### src/hw/lffp_pkg.sv
/*
  Shared types and constants for the linearity and flat-field pattern generator:
  pattern, format and image-size codes, 10-bit code levels, ramp geometry and
  colour-conversion coefficients. Assumes nothing of its surroundings.
*/
package lffp_pkg;

  typedef enum logic [4:0] {
    PAT_STAIR5, PAT_STAIR10, PAT_VALID_MATRIX, PAT_VALID_Y, PAT_VALID_CB, PAT_VALID_CR,
    PAT_RAMP_3CH, PAT_LIMIT_RAMP, PAT_SHALLOW_MATRIX, PAT_COLOR_MATRIX,
    PAT_FLAT_BLACK, PAT_FLAT_GREY, PAT_FLAT_WHITE,
    PAT_FIELD_RED, PAT_FIELD_GREEN, PAT_FIELD_BLUE,
    PAT_FIELD_CYAN, PAT_FIELD_MAGENTA, PAT_FIELD_YELLOW, PAT_FIELD_TEST
  } pattern_t;
  localparam logic [4:0]  PAT_LAST        = 5'h13;

  typedef enum logic [1:0] {FMT_YCBCR, FMT_RGB, FMT_XYZ} format_t;
  typedef enum logic [1:0] {SIZE_SD, SIZE_HD720, SIZE_HD1080, SIZE_UHD2160} img_size_t;

  // normalised colour fractions, 0x400 is 100 %
  localparam logic [10:0] FRAC_FULL       = 11'h400;
  localparam logic [10:0] FRAC_HALF       = 11'h200;
  localparam logic [13:0] H_STEP          = 14'h0400;
  localparam logic [12:0] V_STEP          = 13'h0100;

  // 10-bit code levels, with 12-bit limit codes LIM12_LO and LIM12_HI
  localparam logic [11:0] CODE_BLANK      = 12'h040;
  localparam logic [11:0] Y_SPAN          = 12'h36C;
  localparam logic [11:0] Y_HI            = 12'h3AC;
  localparam logic [11:0] Y_MID           = 12'h1F6;
  localparam logic [11:0] C_MID           = 12'h200;
  localparam logic [11:0] C_SPAN          = 12'h380;
  localparam logic [11:0] STAIR_FIRST     = 12'h03E;
  localparam logic [3:0]  STAIR5_LEVELS   = 4'h6;
  localparam logic [3:0]  STAIR10_LEVELS  = 4'hB;
  localparam logic [11:0] STAIR5_STEP_Y   = 12'h0B0;
  localparam logic [11:0] STAIR5_STEP_C   = 12'h0B4;
  localparam logic [11:0] STAIR10_STEP_Y  = 12'h058;
  localparam logic [11:0] STAIR10_STEP_C  = 12'h05A;
  localparam logic [11:0] LIM10_LO        = 12'h004;
  localparam logic [11:0] LIM10_HI        = 12'h3FB;
  localparam logic [11:0] LIM12_LO        = 12'h010;
  localparam logic [11:0] LIM12_HI        = 12'hFEF;

  // ramp geometry in 1/1024 of the picture width
  localparam logic [9:0]  PLAT_W          = 10'h018;
  localparam logic [9:0]  RAMP_START      = 10'h048;
  localparam logic [9:0]  RAMP_END        = 10'h3B8;
  localparam logic [12:0] K_RAMP_3CH      = 13'h03FB;
  localparam logic [12:0] K_LIM10         = 13'h049D;
  localparam logic [12:0] K_LIM12         = 13'h1277;

  localparam logic [3:0]  HOLD10_SH       = 4'h4;
  localparam logic [3:0]  HOLD12_SH       = 4'h2;
  localparam logic [12:0] SHALLOW_OVERLAP = 13'h0008;
  localparam logic [3:0]  SHALLOW_ROW_SH  = 4'h6;

  // luma weights and chroma scales, Q12
  localparam logic [12:0] KR_601   = 13'h04C9;
  localparam logic [12:0] KG_601   = 13'h0964;
  localparam logic [12:0] KB_601   = 13'h01D3;
  localparam logic [12:0] CBS_601  = 13'h0908;
  localparam logic [12:0] CRS_601  = 13'h0B6A;
  localparam logic [12:0] KR_709   = 13'h0367;
  localparam logic [12:0] KG_709   = 13'h0B71;
  localparam logic [12:0] KB_709   = 13'h0128;
  localparam logic [12:0] CBS_709  = 13'h089F;
  localparam logic [12:0] CRS_709  = 13'h0A29;
  localparam logic [12:0] KR_2020  = 13'h0434;
  localparam logic [12:0] KG_2020  = 13'h0AD9;
  localparam logic [12:0] KB_2020  = 13'h00F3;
  localparam logic [12:0] CBS_2020 = 13'h0881;
  localparam logic [12:0] CRS_2020 = 13'h0ADA;

endpackage : lffp_pkg

### src/hw/linearity_flat_field_pattern_gen.sv
/*
  Linearity and flat-field video test pattern generator: per-pixel component
  samples for YCbCr, RGB or XYZ at 10 or 12 bits, two cycles after each active pixel.
  Assumes a timing generator on the same clock giving frame/field start, line start
  before the first pixel of each line, a per-pixel valid and the active size (>= 512
  pixels, >= 256 lines per field).
*/
// Operation
// - luma ramp: Y only, or all RGB
// - staircases of equal steps, 5 and 10
// - staircase codes identical in every colour space
// - valid Y 64-940, colour difference 64-960
// - first bar 62, last 942/962
// - valid ramp matrix, each also alone
// - Y, Cb, Cr ramps over valid ranges
// - three-channel ramp with blank/valid plateaus
// - limit ramp over legal limit range
// - limit ramp plateaus: blank, valid, limit
// - shallow rows, codes held 16/4 pixels
// - shallow rows overlap row to row
// - colour rows sweep hues red-yellow-green-cyan-magenta-blue-red
// - saturation then value rows 25-100 percent
// - last colour row is monochrome
// - 601, 709 or 2020 by image size
// - flat black, grey or white fields
// - flat 100 percent colour fields
// - field test: field 1 red, 2 blue
// - field test only for interlaced formats
`timescale 1ns/1ns
`default_nettype none

module linearity_flat_field_pattern_gen (
  input  wire logic        clk_sys_i,      // pixel clock
  input  wire logic        sys_rst_i,      // synchronous reset, high
  input  wire logic [4:0]  pattern_sel_i,  // requested pattern code
  input  wire logic [1:0]  fmt_sel_i,      // 0 YCbCr, 1 RGB, 2 XYZ
  input  wire logic [1:0]  img_size_i,     // 0 SD, 1 720, 2 1080, 3 2160
  input  wire logic        depth12_i,      // 12-bit samples
  input  wire logic        interlaced_i,   // output format interlaced
  input  wire logic        field2_i,       // second field in progress
  input  wire logic        frame_start_i,  // pulse at field/frame start
  input  wire logic        line_start_i,   // pulse before each active line
  input  wire logic        pixel_valid_i,  // active pixel this cycle
  input  wire logic [12:0] active_width_i, // active pixels per line
  input  wire logic [11:0] active_lines_i, // active lines per field
  output logic      [11:0] comp0_o,        // Y / R / X
  output logic      [11:0] comp1_o,        // Cb / G / Y
  output logic      [11:0] comp2_o,        // Cr / B / Z
  output logic             sample_valid_o, // sample qualifier
  output logic      [4:0]  pattern_o       // pattern in force
);

  lffp_pkg::pattern_t  pat_r;
  lffp_pkg::format_t   fmt_r;
  lffp_pkg::img_size_t size_r;
  logic                d12_r;
  logic                fld2_r;

  logic [12:0] pix_cnt_r;
  logic [13:0] hacc_r;
  logic [9:0]  h_r;
  logic [11:0] line_cnt_r;
  logic [12:0] vacc_r;
  logic [7:0]  v_r;

  logic        b_valid_r;
  logic        b_rgb_r;
  logic [11:0] b0_r;
  logic [11:0] b1_r;
  logic [11:0] b2_r;

  // selection is taken only at frame start so a frame never mixes patterns
  always_ff @(posedge clk_sys_i) begin
    if (sys_rst_i) begin
      pat_r  <= lffp_pkg::PAT_FLAT_BLACK;
      fmt_r  <= lffp_pkg::FMT_YCBCR;
      size_r <= lffp_pkg::SIZE_SD;
      d12_r  <= 1'b0;
      fld2_r <= 1'b0;
    end else if (frame_start_i) begin
      if (pattern_sel_i <= lffp_pkg::PAT_LAST &&
          !(pattern_sel_i == lffp_pkg::PAT_FIELD_TEST && !interlaced_i)) begin
        pat_r <= lffp_pkg::pattern_t'(pattern_sel_i);
      end else if (pat_r == lffp_pkg::PAT_FIELD_TEST && !interlaced_i) begin
        pat_r <= lffp_pkg::PAT_FLAT_BLACK;
      end
      if (fmt_sel_i != 2'h3) begin
        fmt_r <= lffp_pkg::format_t'(fmt_sel_i);
      end
      size_r <= lffp_pkg::img_size_t'(img_size_i);
      d12_r  <= depth12_i;
      fld2_r <= field2_i;
    end
  end

  assign pattern_o = pat_r;

  // horizontal position h = pix * 1024 / width, no divider needed
  logic [13:0] hsum;
  logic [13:0] w1;
  logic [13:0] w2;
  assign hsum = hacc_r + lffp_pkg::H_STEP;
  assign w1   = {1'b0, active_width_i};
  assign w2   = {active_width_i, 1'b0};

  always_ff @(posedge clk_sys_i) begin
    if (sys_rst_i || line_start_i) begin
      pix_cnt_r <= 13'h0000;
      hacc_r    <= 14'h0000;
      h_r       <= 10'h000;
    end else if (pixel_valid_i) begin
      pix_cnt_r <= pix_cnt_r + 13'h0001;
      if (hsum >= w2) begin
        hacc_r <= hsum - w2;
        h_r    <= h_r + 10'h002;
      end else if (hsum >= w1) begin
        hacc_r <= hsum - w1;
        h_r    <= h_r + 10'h001;
      end else begin
        hacc_r <= hsum;
      end
    end
  end

  // vertical position v = line * 256 / lines
  logic [12:0] vsum;
  logic [12:0] l1;
  logic [12:0] l2;
  assign vsum = vacc_r + lffp_pkg::V_STEP;
  assign l1   = {1'b0, active_lines_i};
  assign l2   = {active_lines_i, 1'b0};

  always_ff @(posedge clk_sys_i) begin
    if (sys_rst_i || frame_start_i) begin
      line_cnt_r <= 12'h000;
      vacc_r     <= 13'h0000;
      v_r        <= 8'h00;
    end else if (line_start_i && pix_cnt_r != 13'h0000) begin
      line_cnt_r <= line_cnt_r + 12'h001;
      if (vsum >= l2) begin
        vacc_r <= vsum - l2;
        v_r    <= v_r + 8'h02;
      end else if (vsum >= l1) begin
        vacc_r <= vsum - l1;
        v_r    <= v_r + 8'h01;
      end else begin
        vacc_r <= vsum;
      end
    end
  end

  function automatic logic [11:0] to_depth(input logic [11:0] c10, input logic d12);
    to_depth = d12 ? {c10[9:0], 2'b00} : c10;
  endfunction : to_depth

  // saturation rows pull toward white, value rows scale toward black
  function automatic logic [10:0] shade(input logic [10:0] c, input logic [2:0] row);
    logic [12:0] t;
    logic [2:0]  q;
    t = 13'h0000;
    q = 3'h0;
    shade = c;
    case (row)
      3'd0, 3'd1, 3'd2: begin
        q = row + 3'd1;
        t = ({2'b00, lffp_pkg::FRAC_FULL - c} * {10'h000, q}) >> 2;
        shade = lffp_pkg::FRAC_FULL - t[10:0];
      end
      3'd4, 3'd5, 3'd6: begin
        q = 3'd7 - row;
        t = ({2'b00, c} * {10'h000, q}) >> 2;
        shade = t[10:0];
      end
      default: shade = c;
    endcase
  endfunction : shade

  // staircase
  logic [3:0]  lev;
  logic [11:0] step_y;
  logic [11:0] step_c;
  logic [13:0] bar_p;
  logic [11:0] st_y;
  logic [11:0] st_c;
  assign lev    = (pat_r == lffp_pkg::PAT_STAIR5) ? lffp_pkg::STAIR5_LEVELS
                                                  : lffp_pkg::STAIR10_LEVELS;
  assign step_y = (pat_r == lffp_pkg::PAT_STAIR5) ? lffp_pkg::STAIR5_STEP_Y
                                                  : lffp_pkg::STAIR10_STEP_Y;
  assign step_c = (pat_r == lffp_pkg::PAT_STAIR5) ? lffp_pkg::STAIR5_STEP_C
                                                  : lffp_pkg::STAIR10_STEP_C;
  assign bar_p  = {4'h0, h_r} * {10'h000, lev};
  assign st_y   = lffp_pkg::STAIR_FIRST + {8'h00, bar_p[13:10]} * step_y;
  assign st_c   = lffp_pkg::STAIR_FIRST + {8'h00, bar_p[13:10]} * step_c;

  // wide ramps with side plateaus
  logic [9:0]  rel;
  logic [22:0] r3_p;
  logic [22:0] rl_p;
  logic [11:0] lim_lo;
  logic [11:0] lim_hi;
  assign rel    = h_r - lffp_pkg::RAMP_START;
  assign r3_p   = {13'h0000, rel} * {10'h000, lffp_pkg::K_RAMP_3CH};
  assign rl_p   = {13'h0000, rel} * {10'h000, d12_r ? lffp_pkg::K_LIM12 : lffp_pkg::K_LIM10};
  assign lim_lo = d12_r ? lffp_pkg::LIM12_LO : lffp_pkg::LIM10_LO;
  assign lim_hi = d12_r ? lffp_pkg::LIM12_HI : lffp_pkg::LIM10_HI;

  // shallow matrix
  logic [12:0] cpr;
  logic [12:0] pix_sh;
  logic [24:0] sh_base;
  logic [24:0] sh_val;
  assign cpr     = d12_r ? (active_width_i >> lffp_pkg::HOLD12_SH)
                         : (active_width_i >> lffp_pkg::HOLD10_SH);
  assign pix_sh  = d12_r ? (pix_cnt_r >> lffp_pkg::HOLD12_SH)
                         : (pix_cnt_r >> lffp_pkg::HOLD10_SH);
  assign sh_base = {13'h0000, line_cnt_r >> lffp_pkg::SHALLOW_ROW_SH}
                   * {12'h000, cpr - lffp_pkg::SHALLOW_OVERLAP};
  assign sh_val  = sh_base + {13'h0000, lim_lo} + {12'h000, pix_sh};

  // hue wheel red-yellow-green-cyan-magenta-blue-red
  logic [12:0] h6;
  logic [10:0] fr;
  logic [10:0] fc;
  logic [10:0] hue_r;
  logic [10:0] hue_g;
  logic [10:0] hue_b;
  logic [10:0] hx;
  logic [1:0]  vrow3;
  assign h6    = {3'h0, h_r} * 13'h0006;
  assign fr    = {1'b0, h6[9:0]};
  assign fc    = lffp_pkg::FRAC_FULL - fr;
  assign hx    = {1'b0, h_r};
  assign vrow3 = 2'((({2'b00, v_r} * 10'h003) >> 8));

  always_comb begin
    hue_r = 11'h000;
    hue_g = 11'h000;
    hue_b = 11'h000;
    case (h6[12:10])
      3'd0: begin hue_r = lffp_pkg::FRAC_FULL; hue_g = fr; end
      3'd1: begin hue_r = fc; hue_g = lffp_pkg::FRAC_FULL; end
      3'd2: begin hue_g = lffp_pkg::FRAC_FULL; hue_b = fr; end
      3'd3: begin hue_r = fr; hue_g = fc; hue_b = lffp_pkg::FRAC_FULL; end
      3'd4: begin hue_r = fc; hue_b = lffp_pkg::FRAC_FULL; end
      default: begin hue_r = fr; hue_b = fc; end
    endcase
  end

  // pattern stage: raw codes, or colour fractions for the conversion stage
  logic        n_rgb;
  logic [11:0] n0;
  logic [11:0] n1;
  logic [11:0] n2;
  logic [11:0] rv;
  logic [1:0]  vsel;

  always_comb begin
    n_rgb = 1'b1;
    n0    = 12'h000;
    n1    = 12'h000;
    n2    = 12'h000;
    rv    = 12'h000;
    vsel  = 2'd0;
    case (pat_r)
      lffp_pkg::PAT_STAIR5, lffp_pkg::PAT_STAIR10: begin
        n_rgb = 1'b0;
        n0    = to_depth(st_y, d12_r);
        n1    = to_depth(st_c, d12_r);
        n2    = to_depth(st_c, d12_r);
      end
      lffp_pkg::PAT_VALID_MATRIX, lffp_pkg::PAT_VALID_Y,
      lffp_pkg::PAT_VALID_CB, lffp_pkg::PAT_VALID_CR: begin
        vsel = (pat_r == lffp_pkg::PAT_VALID_MATRIX) ? vrow3 :
               (pat_r == lffp_pkg::PAT_VALID_Y) ? 2'd0 :
               (pat_r == lffp_pkg::PAT_VALID_CB) ? 2'd1 : 2'd2;
        rv   = lffp_pkg::CODE_BLANK + 12'(({12'h000, h_r} * {10'h000, lffp_pkg::C_SPAN}) >> 10);
        if (vsel == 2'd0) begin
          n0 = {1'b0, hx};
          n1 = {1'b0, hx};
          n2 = {1'b0, hx};
        end else if (fmt_r == lffp_pkg::FMT_YCBCR) begin
          n_rgb = 1'b0;
          n0    = to_depth(lffp_pkg::Y_MID, d12_r);
          n1    = to_depth((vsel == 2'd1) ? rv : lffp_pkg::C_MID, d12_r);
          n2    = to_depth((vsel == 2'd2) ? rv : lffp_pkg::C_MID, d12_r);
        end else if (vsel == 2'd1) begin
          n0 = {1'b0, lffp_pkg::FRAC_FULL - hx};
          n1 = {1'b0, lffp_pkg::FRAC_FULL};
          n2 = {1'b0, hx};
        end else begin
          n0 = {1'b0, hx};
          n1 = {1'b0, lffp_pkg::FRAC_FULL - hx};
          n2 = {1'b0, lffp_pkg::FRAC_FULL - hx};
        end
      end
      lffp_pkg::PAT_RAMP_3CH: begin
        n_rgb = 1'b0;
        if (h_r < lffp_pkg::PLAT_W) begin
          rv = lffp_pkg::CODE_BLANK;
        end else if (h_r < lffp_pkg::RAMP_START) begin
          rv = lffp_pkg::CODE_BLANK;
        end else if (h_r < lffp_pkg::RAMP_END) begin
          rv = lffp_pkg::CODE_BLANK + r3_p[21:10];
        end else if (h_r < lffp_pkg::RAMP_END + lffp_pkg::PLAT_W + lffp_pkg::PLAT_W) begin
          rv = lffp_pkg::Y_HI;
        end else begin
          rv = lffp_pkg::CODE_BLANK;
        end
        n0 = to_depth(rv, d12_r);
        n1 = n0;
        n2 = n0;
      end
      lffp_pkg::PAT_LIMIT_RAMP: begin
        n_rgb = 1'b0;
        if (h_r < lffp_pkg::PLAT_W) begin
          n0 = to_depth(lffp_pkg::CODE_BLANK, d12_r);
        end else if (h_r < lffp_pkg::PLAT_W + lffp_pkg::PLAT_W) begin
          n0 = to_depth(lffp_pkg::CODE_BLANK, d12_r);
        end else if (h_r < lffp_pkg::RAMP_START) begin
          n0 = lim_lo;
        end else if (h_r < lffp_pkg::RAMP_END) begin
          n0 = lim_lo + rl_p[21:10];
        end else if (h_r < lffp_pkg::RAMP_END + lffp_pkg::PLAT_W) begin
          n0 = lim_hi;
        end else if (h_r < lffp_pkg::RAMP_END + lffp_pkg::PLAT_W + lffp_pkg::PLAT_W) begin
          n0 = to_depth(lffp_pkg::Y_HI, d12_r);
        end else begin
          n0 = to_depth(lffp_pkg::CODE_BLANK, d12_r);
        end
        n1 = n0;
        n2 = n0;
      end
      lffp_pkg::PAT_SHALLOW_MATRIX: begin
        n_rgb = 1'b0;
        n0    = (sh_val > {13'h0000, lim_hi}) ? lim_hi : sh_val[11:0];
        n1    = n0;
        n2    = n0;
      end
      lffp_pkg::PAT_COLOR_MATRIX: begin
        if (v_r[7:5] == 3'd7) begin
          n0 = {1'b0, hx};
          n1 = {1'b0, hx};
          n2 = {1'b0, hx};
        end else begin
          n0 = {1'b0, shade(hue_r, v_r[7:5])};
          n1 = {1'b0, shade(hue_g, v_r[7:5])};
          n2 = {1'b0, shade(hue_b, v_r[7:5])};
        end
      end
      lffp_pkg::PAT_FLAT_GREY: begin
        n0 = {1'b0, lffp_pkg::FRAC_HALF};
        n1 = n0;
        n2 = n0;
      end
      lffp_pkg::PAT_FLAT_WHITE: begin
        n0 = {1'b0, lffp_pkg::FRAC_FULL};
        n1 = n0;
        n2 = n0;
      end
      lffp_pkg::PAT_FIELD_RED:     n0 = {1'b0, lffp_pkg::FRAC_FULL};
      lffp_pkg::PAT_FIELD_GREEN:   n1 = {1'b0, lffp_pkg::FRAC_FULL};
      lffp_pkg::PAT_FIELD_BLUE:    n2 = {1'b0, lffp_pkg::FRAC_FULL};
      lffp_pkg::PAT_FIELD_CYAN: begin
        n1 = {1'b0, lffp_pkg::FRAC_FULL};
        n2 = {1'b0, lffp_pkg::FRAC_FULL};
      end
      lffp_pkg::PAT_FIELD_MAGENTA: begin
        n0 = {1'b0, lffp_pkg::FRAC_FULL};
        n2 = {1'b0, lffp_pkg::FRAC_FULL};
      end
      lffp_pkg::PAT_FIELD_YELLOW: begin
        n0 = {1'b0, lffp_pkg::FRAC_FULL};
        n1 = {1'b0, lffp_pkg::FRAC_FULL};
      end
      lffp_pkg::PAT_FIELD_TEST: begin
        n0 = fld2_r ? 12'h000 : {1'b0, lffp_pkg::FRAC_FULL};
        n2 = fld2_r ? {1'b0, lffp_pkg::FRAC_FULL} : 12'h000;
      end
      default: begin
        n0 = 12'h000;
      end
    endcase
  end

  always_ff @(posedge clk_sys_i) begin
    if (sys_rst_i) begin
      b_valid_r <= 1'b0;
      b_rgb_r   <= 1'b0;
      b0_r      <= 12'h000;
      b1_r      <= 12'h000;
      b2_r      <= 12'h000;
    end else begin
      b_valid_r <= pixel_valid_i;
      b_rgb_r   <= n_rgb;
      b0_r      <= n0;
      b1_r      <= n1;
      b2_r      <= n2;
    end
  end

  // conversion stage
  logic [12:0] kr;
  logic [12:0] kg;
  logic [12:0] kb;
  logic [12:0] cbs;
  logic [12:0] crs;

  always_comb begin
    case (size_r)
      lffp_pkg::SIZE_SD: begin
        kr = lffp_pkg::KR_601; kg = lffp_pkg::KG_601; kb = lffp_pkg::KB_601;
        cbs = lffp_pkg::CBS_601; crs = lffp_pkg::CRS_601;
      end
      lffp_pkg::SIZE_UHD2160: begin
        kr = lffp_pkg::KR_2020; kg = lffp_pkg::KG_2020; kb = lffp_pkg::KB_2020;
        cbs = lffp_pkg::CBS_2020; crs = lffp_pkg::CRS_2020;
      end
      default: begin
        kr = lffp_pkg::KR_709; kg = lffp_pkg::KG_709; kb = lffp_pkg::KB_709;
        cbs = lffp_pkg::CBS_709; crs = lffp_pkg::CRS_709;
      end
    endcase
  end

  function automatic logic [11:0] luma_code(input logic [10:0] f);
    logic [21:0] p;
    p = {11'h000, f} * {10'h000, lffp_pkg::Y_SPAN};
    luma_code = lffp_pkg::CODE_BLANK + p[21:10];
  endfunction : luma_code

  // difference scaled to 64..960 around the mid code
  function automatic logic [11:0] chroma_code(input logic [10:0] c, input logic [10:0] y,
                                              input logic [12:0] s);
    logic signed [12:0] d;
    logic signed [26:0] p;
    logic signed [12:0] v;
    logic signed [23:0] m;
    d = $signed({2'b00, c}) - $signed({2'b00, y});
    p = d * $signed({1'b0, s});
    v = p[24:12];
    m = v * $signed({1'b0, lffp_pkg::C_SPAN});
    chroma_code = lffp_pkg::C_MID + m[21:10];
  endfunction : chroma_code

  logic [24:0] ysum;
  logic [10:0] yf;
  logic [11:0] o0;
  logic [11:0] o1;
  logic [11:0] o2;
  assign ysum = {14'h0000, b0_r[10:0]} * {12'h000, kr}
              + {14'h0000, b1_r[10:0]} * {12'h000, kg}
              + {14'h0000, b2_r[10:0]} * {12'h000, kb};
  assign yf   = ysum[22:12];

  always_comb begin
    if (!b_rgb_r) begin
      o0 = b0_r;
      o1 = b1_r;
      o2 = b2_r;
    end else if (fmt_r == lffp_pkg::FMT_YCBCR) begin
      o0 = to_depth(luma_code(yf), d12_r);
      o1 = to_depth(chroma_code(b2_r[10:0], yf, cbs), d12_r);
      o2 = to_depth(chroma_code(b0_r[10:0], yf, crs), d12_r);
    end else begin
      o0 = to_depth(luma_code(b0_r[10:0]), d12_r);
      o1 = to_depth(luma_code(b1_r[10:0]), d12_r);
      o2 = to_depth(luma_code(b2_r[10:0]), d12_r);
    end
  end

  always_ff @(posedge clk_sys_i) begin
    if (sys_rst_i) begin
      comp0_o        <= 12'h000;
      comp1_o        <= 12'h000;
      comp2_o        <= 12'h000;
      sample_valid_o <= 1'b0;
    end else begin
      comp0_o        <= o0;
      comp1_o        <= o1;
      comp2_o        <= o2;
      sample_valid_o <= b_valid_r;
    end
  end

endmodule : linearity_flat_field_pattern_gen

`default_nettype wire

### config.mk
export PLATFORM = sky130hd
export DESIGN_NAME = linearity_flat_field_pattern_gen
export DESIGN_NICKNAME = d
export VERILOG_FILES = /design/src/hw/lffp_pkg.sv /design/src/hw/linearity_flat_field_pattern_gen.sv
export SDC_FILE = /design/constraint.sdc
export NUM_CORES = 2
export LEC_CHECK = 0
export ABC_AREA = 1
export CAP_MARGIN = 20
export CORE_ASPECT_RATIO = 1.4
export CORE_MARGIN = 1
export CORE_UTILIZATION = 40
export CTS_CLUSTER_SIZE = 25
export DETAILED_ROUTE_END_ITERATION = 8
export DONT_BUFFER_PORTS = 1
export GPL_TIMING_DRIVEN = 1
export PLACE_DENSITY = 0.57
export SLEW_MARGIN = 20
export SYNTH_ARGS = -nofsm -noshare
export SYNTH_HDL_FRONTEND = slang
export SYNTH_SLANG_ARGS = --single-unit
### constraint.sdc
create_clock -name clk_sys_i -period 36 [get_ports clk_sys_i]
set_input_delay 1.8 -clock clk_sys_i [delete_from_list [all_inputs] [get_ports clk_sys_i]]
set_output_delay 1.8 -clock clk_sys_i [all_outputs]
set_load 0.05 [all_outputs]
==> impl_metrics.json <==
{
  "design_area_sq_um": 61200,
  "first_global_vias": 53300,
  "grt-ovfl-total": 0,
  "placed_cells": 9746,
  "finalHoldViolCount": 0,
  "io_pins": 84,
  "async_flop_share_pct": 0,
  "syn_to_final_growth_pct": 5.08,
  "cp_slowest_cell": "fa_1",
  "detail-route-antenna-nets": 0,
  "fin_nets": 9631,
  "syn_area_per_cell_sq_um": 7.37,
  "syn_area_sq_um": 58300,
  "setup_viol": 0,
  "finalNonFillerCells": 9778,
  "rsz0062_at_grt": "false",
  "portBuffers": 0,
  "dieArea_sq_um": 147000,
  "drc": 0,
  "cts_hold_buf": 0,
  "busiest_layer": "met2",
  "die_w_microns": 325,
  "initial_core_util_pct": 40.3,
  "cap_viol_max_count": 0,
  "grt_util_met2_pct": 48.9,
  "fin_skew_ns": 0.0419,
  "post_cts_resized": 0,
  "setup.worst_path.start_class": "flop",
  "track_usage_pct": 26.7,
  "ys_ff_latch": 156,
  "yosysSeqAreaShare_pct": 5.36,
  "whs_ns": 0.435,
  "r2r_cells": 84,
  "synth-edff-count": 0,
  "cts-root-buf": "clkbuf_16",
  "crit_arrival_ns": 20.43,
  "slowest_delay_ns": 0.55,
  "hold_path_depth": 2,
  "grt_max_degree": 52,
  "place_area_sq_um": 60600,
  "tritoncts": "yes",
  "fmax_mhz": 50.1,
  "dpl.hpwl_mm": 167,
  "wire_per_inst_microns": 19.9,
  "clk_pin_slew_worst_paths_ns": 0.09,
  "slew_headroom_pct": 26.1,
  "yosysUniqueCellTypes": 71,
  "grt_util_met1_pct": 30.2,
  "min_period_ns": 19.97,
  "wirelength_mm": 194,
  "final_common_cell": "inv_1",
  "insertion_delay_ns": 0.55,
  "hold_path_class": "reg2reg",
  "antenna_found_initial": 4,
  "cp_max_fo": 38,
  "end_kind": "flop",
  "die_y_microns": 454,
  "fin_crit_sh_pct": 55.5,
  "worstSetupPathType": "reg2reg",
  "use_met3_pct": 2.61,
  "cts.htree.levels": 4,
  "drive_gt1_share_pct": 3.02,
  "outcome": "completed",
  "cts-buffers-inserted": 17,
  "drtIter0Drc": 3221,
  "finalWeightedCongestion": 0.997,
  "syn_inst": 7910,
  "vias": 51100,
  "layout_common_cells": "1862 x inv_1, 1331 x nand2_1, 987 x ha_1",
  "cts.sinks": 156,
  "grt_pass1_wl_mm": 303,
  "cp.required_ns": 36.46,
  "synthFlopType": "dfxtp_1",
  "cts_setup_buffers": 0,
  "tightest_slew_ns": 1.11,
  "maxSlewViolCount": 0,
  "drt-pass1-iter-count": 8,
  "std_cell_rows": 165,
  "ys_warn_count": 0,
  "tns_ns": 0,
  "core_sq_um": 145000,
  "cts_buffer_depth": 2,
  "routed_via_density": 5.23
}
[critical path: cells and delay by family (launching register included)]
| kind | cells | cell delay [ns] |
|---|---|---|
| AOI/OAI and AO/OA | 23 | 4.15 |
| xor gates and xnor gates | 6 | 1.35 |
| adders and majority gates | 24 | 10.07 |
| buffers and inverters | 16 | 1.86 |
| DFF | 1 | 0.33 |
| and+or+nand+nor | 15 | 2.09 |
[through the flow]
step	worst slack [ns]	util, %
2_1_floorplan	18.09	-
3_3_place_gp	16.36	41.9
3_5_place_dp	16.17	41.9
4_1_cts	16.09	42.4
5_1_grt	14.66	42.4
6_report	16.03	42.4
[path summary, 6_finish.rpt]
check	from	slack, ns	to
min	b_valid_r	0.44	sample_valid_o
min reg2reg	b_valid_r	0.44	sample_valid_o
max reg2reg	size_r[1]	16.03	comp1_o[11]
max	size_r[1]	16.03	comp1_o[11]
[routing by layer]
metal  up-vias  part of all wire [%]
li1      24600                     -
met3       434                   4.3
met4         4                   6.5
met5         -                 0.013
met2      1348                    50
met1     24700                    39
[cells by family (layout without fill, tap and decap cells)]
logic type | count (synthesis) | in the layout | synth area share [%]
AND/OR/NAND/NOR | 2428 | 2428 | 17.3
adder cells (fa/ha/maj) | 1744 | 1744 | 47.2
buffers and inverters | 2066 | 1994 | 13.4
flip-flops | 156 | 156 | 5.36
other | 2 | 22 | 0.0129
XOR/XNOR | 346 | 346 | 5.20
AO/OA/AOI/OAI | 1168 | 1168 | 11.6
[cell usage after synthesis (5+ instances only)]
cell	number	area (sq um)
inv_1	1864	7000
nand4_1	66	413
a21oi_1	484	2420
nand3_2	6	60.1
o31ai_1	10	75.1
nand3b_1	10	75.1
o21ai_0	341	1710
nand2_1	1331	5000
nor3b_1	5	37.5
nand3_1	262	1310
o2111ai_1	7	61.3
a31oi_1	39	244
inv_2	21	78.8
a221oi_1	23	201
o21ai_2	6	52.6
a211oi_1	26	195
buf_2	10	50.1
ha_1	990	12400
xor2_1	228	2000
nor4_1	11	68.8
a21oi_2	5	43.8
clkinv_1	15	56.3
o21ai_1	15	75.1
o211ai_1	42	315
clkbuf_1	136	510
nand2_2	15	93.8
nand2_4	5	56.3
o21bai_1	34	255
buf_1	15	56.3
a21o_1	32	240
dfxtp_1	156	3120
xnor2_1	118	1030
fa_1	754	15100
nor3_1	65	325
o21a_1	16	120
o22ai_1	26	163
nor2_2	8	50.1
o221ai_1	23	201
o211a_1	5	50.1
nor2_1	583	2190
or2_2	45	282
[cell type report]
cell class / count / area, sq um
Inverter: 1903 / 7150
Antenna cell: 1 / 2.50
Sequential cell: 156 / 3130
Clock inverter: 14 / 198
Tap cell: 1920 / 2400
Multi-Input combinational cell: 5707 / 47500
Clock buffer: 17 / 425
Fill cell: 15200 / 83300
Timing Repair Buffer: 60 / 450
[flip-flops by register name, indices dropped and copies added (netlist names)]
name / flops
hacc_r: 14
pix_cnt_r: 13
vacc_r: 13
b0_r: 12
b1_r: 12
b2_r: 12
comp0_o: 12
comp1_o: 12
comp2_o: 12
line_cnt_r: 12
h_r: 10
v_r: 8
pattern_o: 5
fmt_r: 2
size_r: 2
b_rgb_r: 1
b_valid_r: 1
d12_r: 1
fld2_r: 1
sample_valid_o: 1
Power is not shown: default switching activity piles up to over one toggle a cycle in this logic, so the estimate is an artifact.
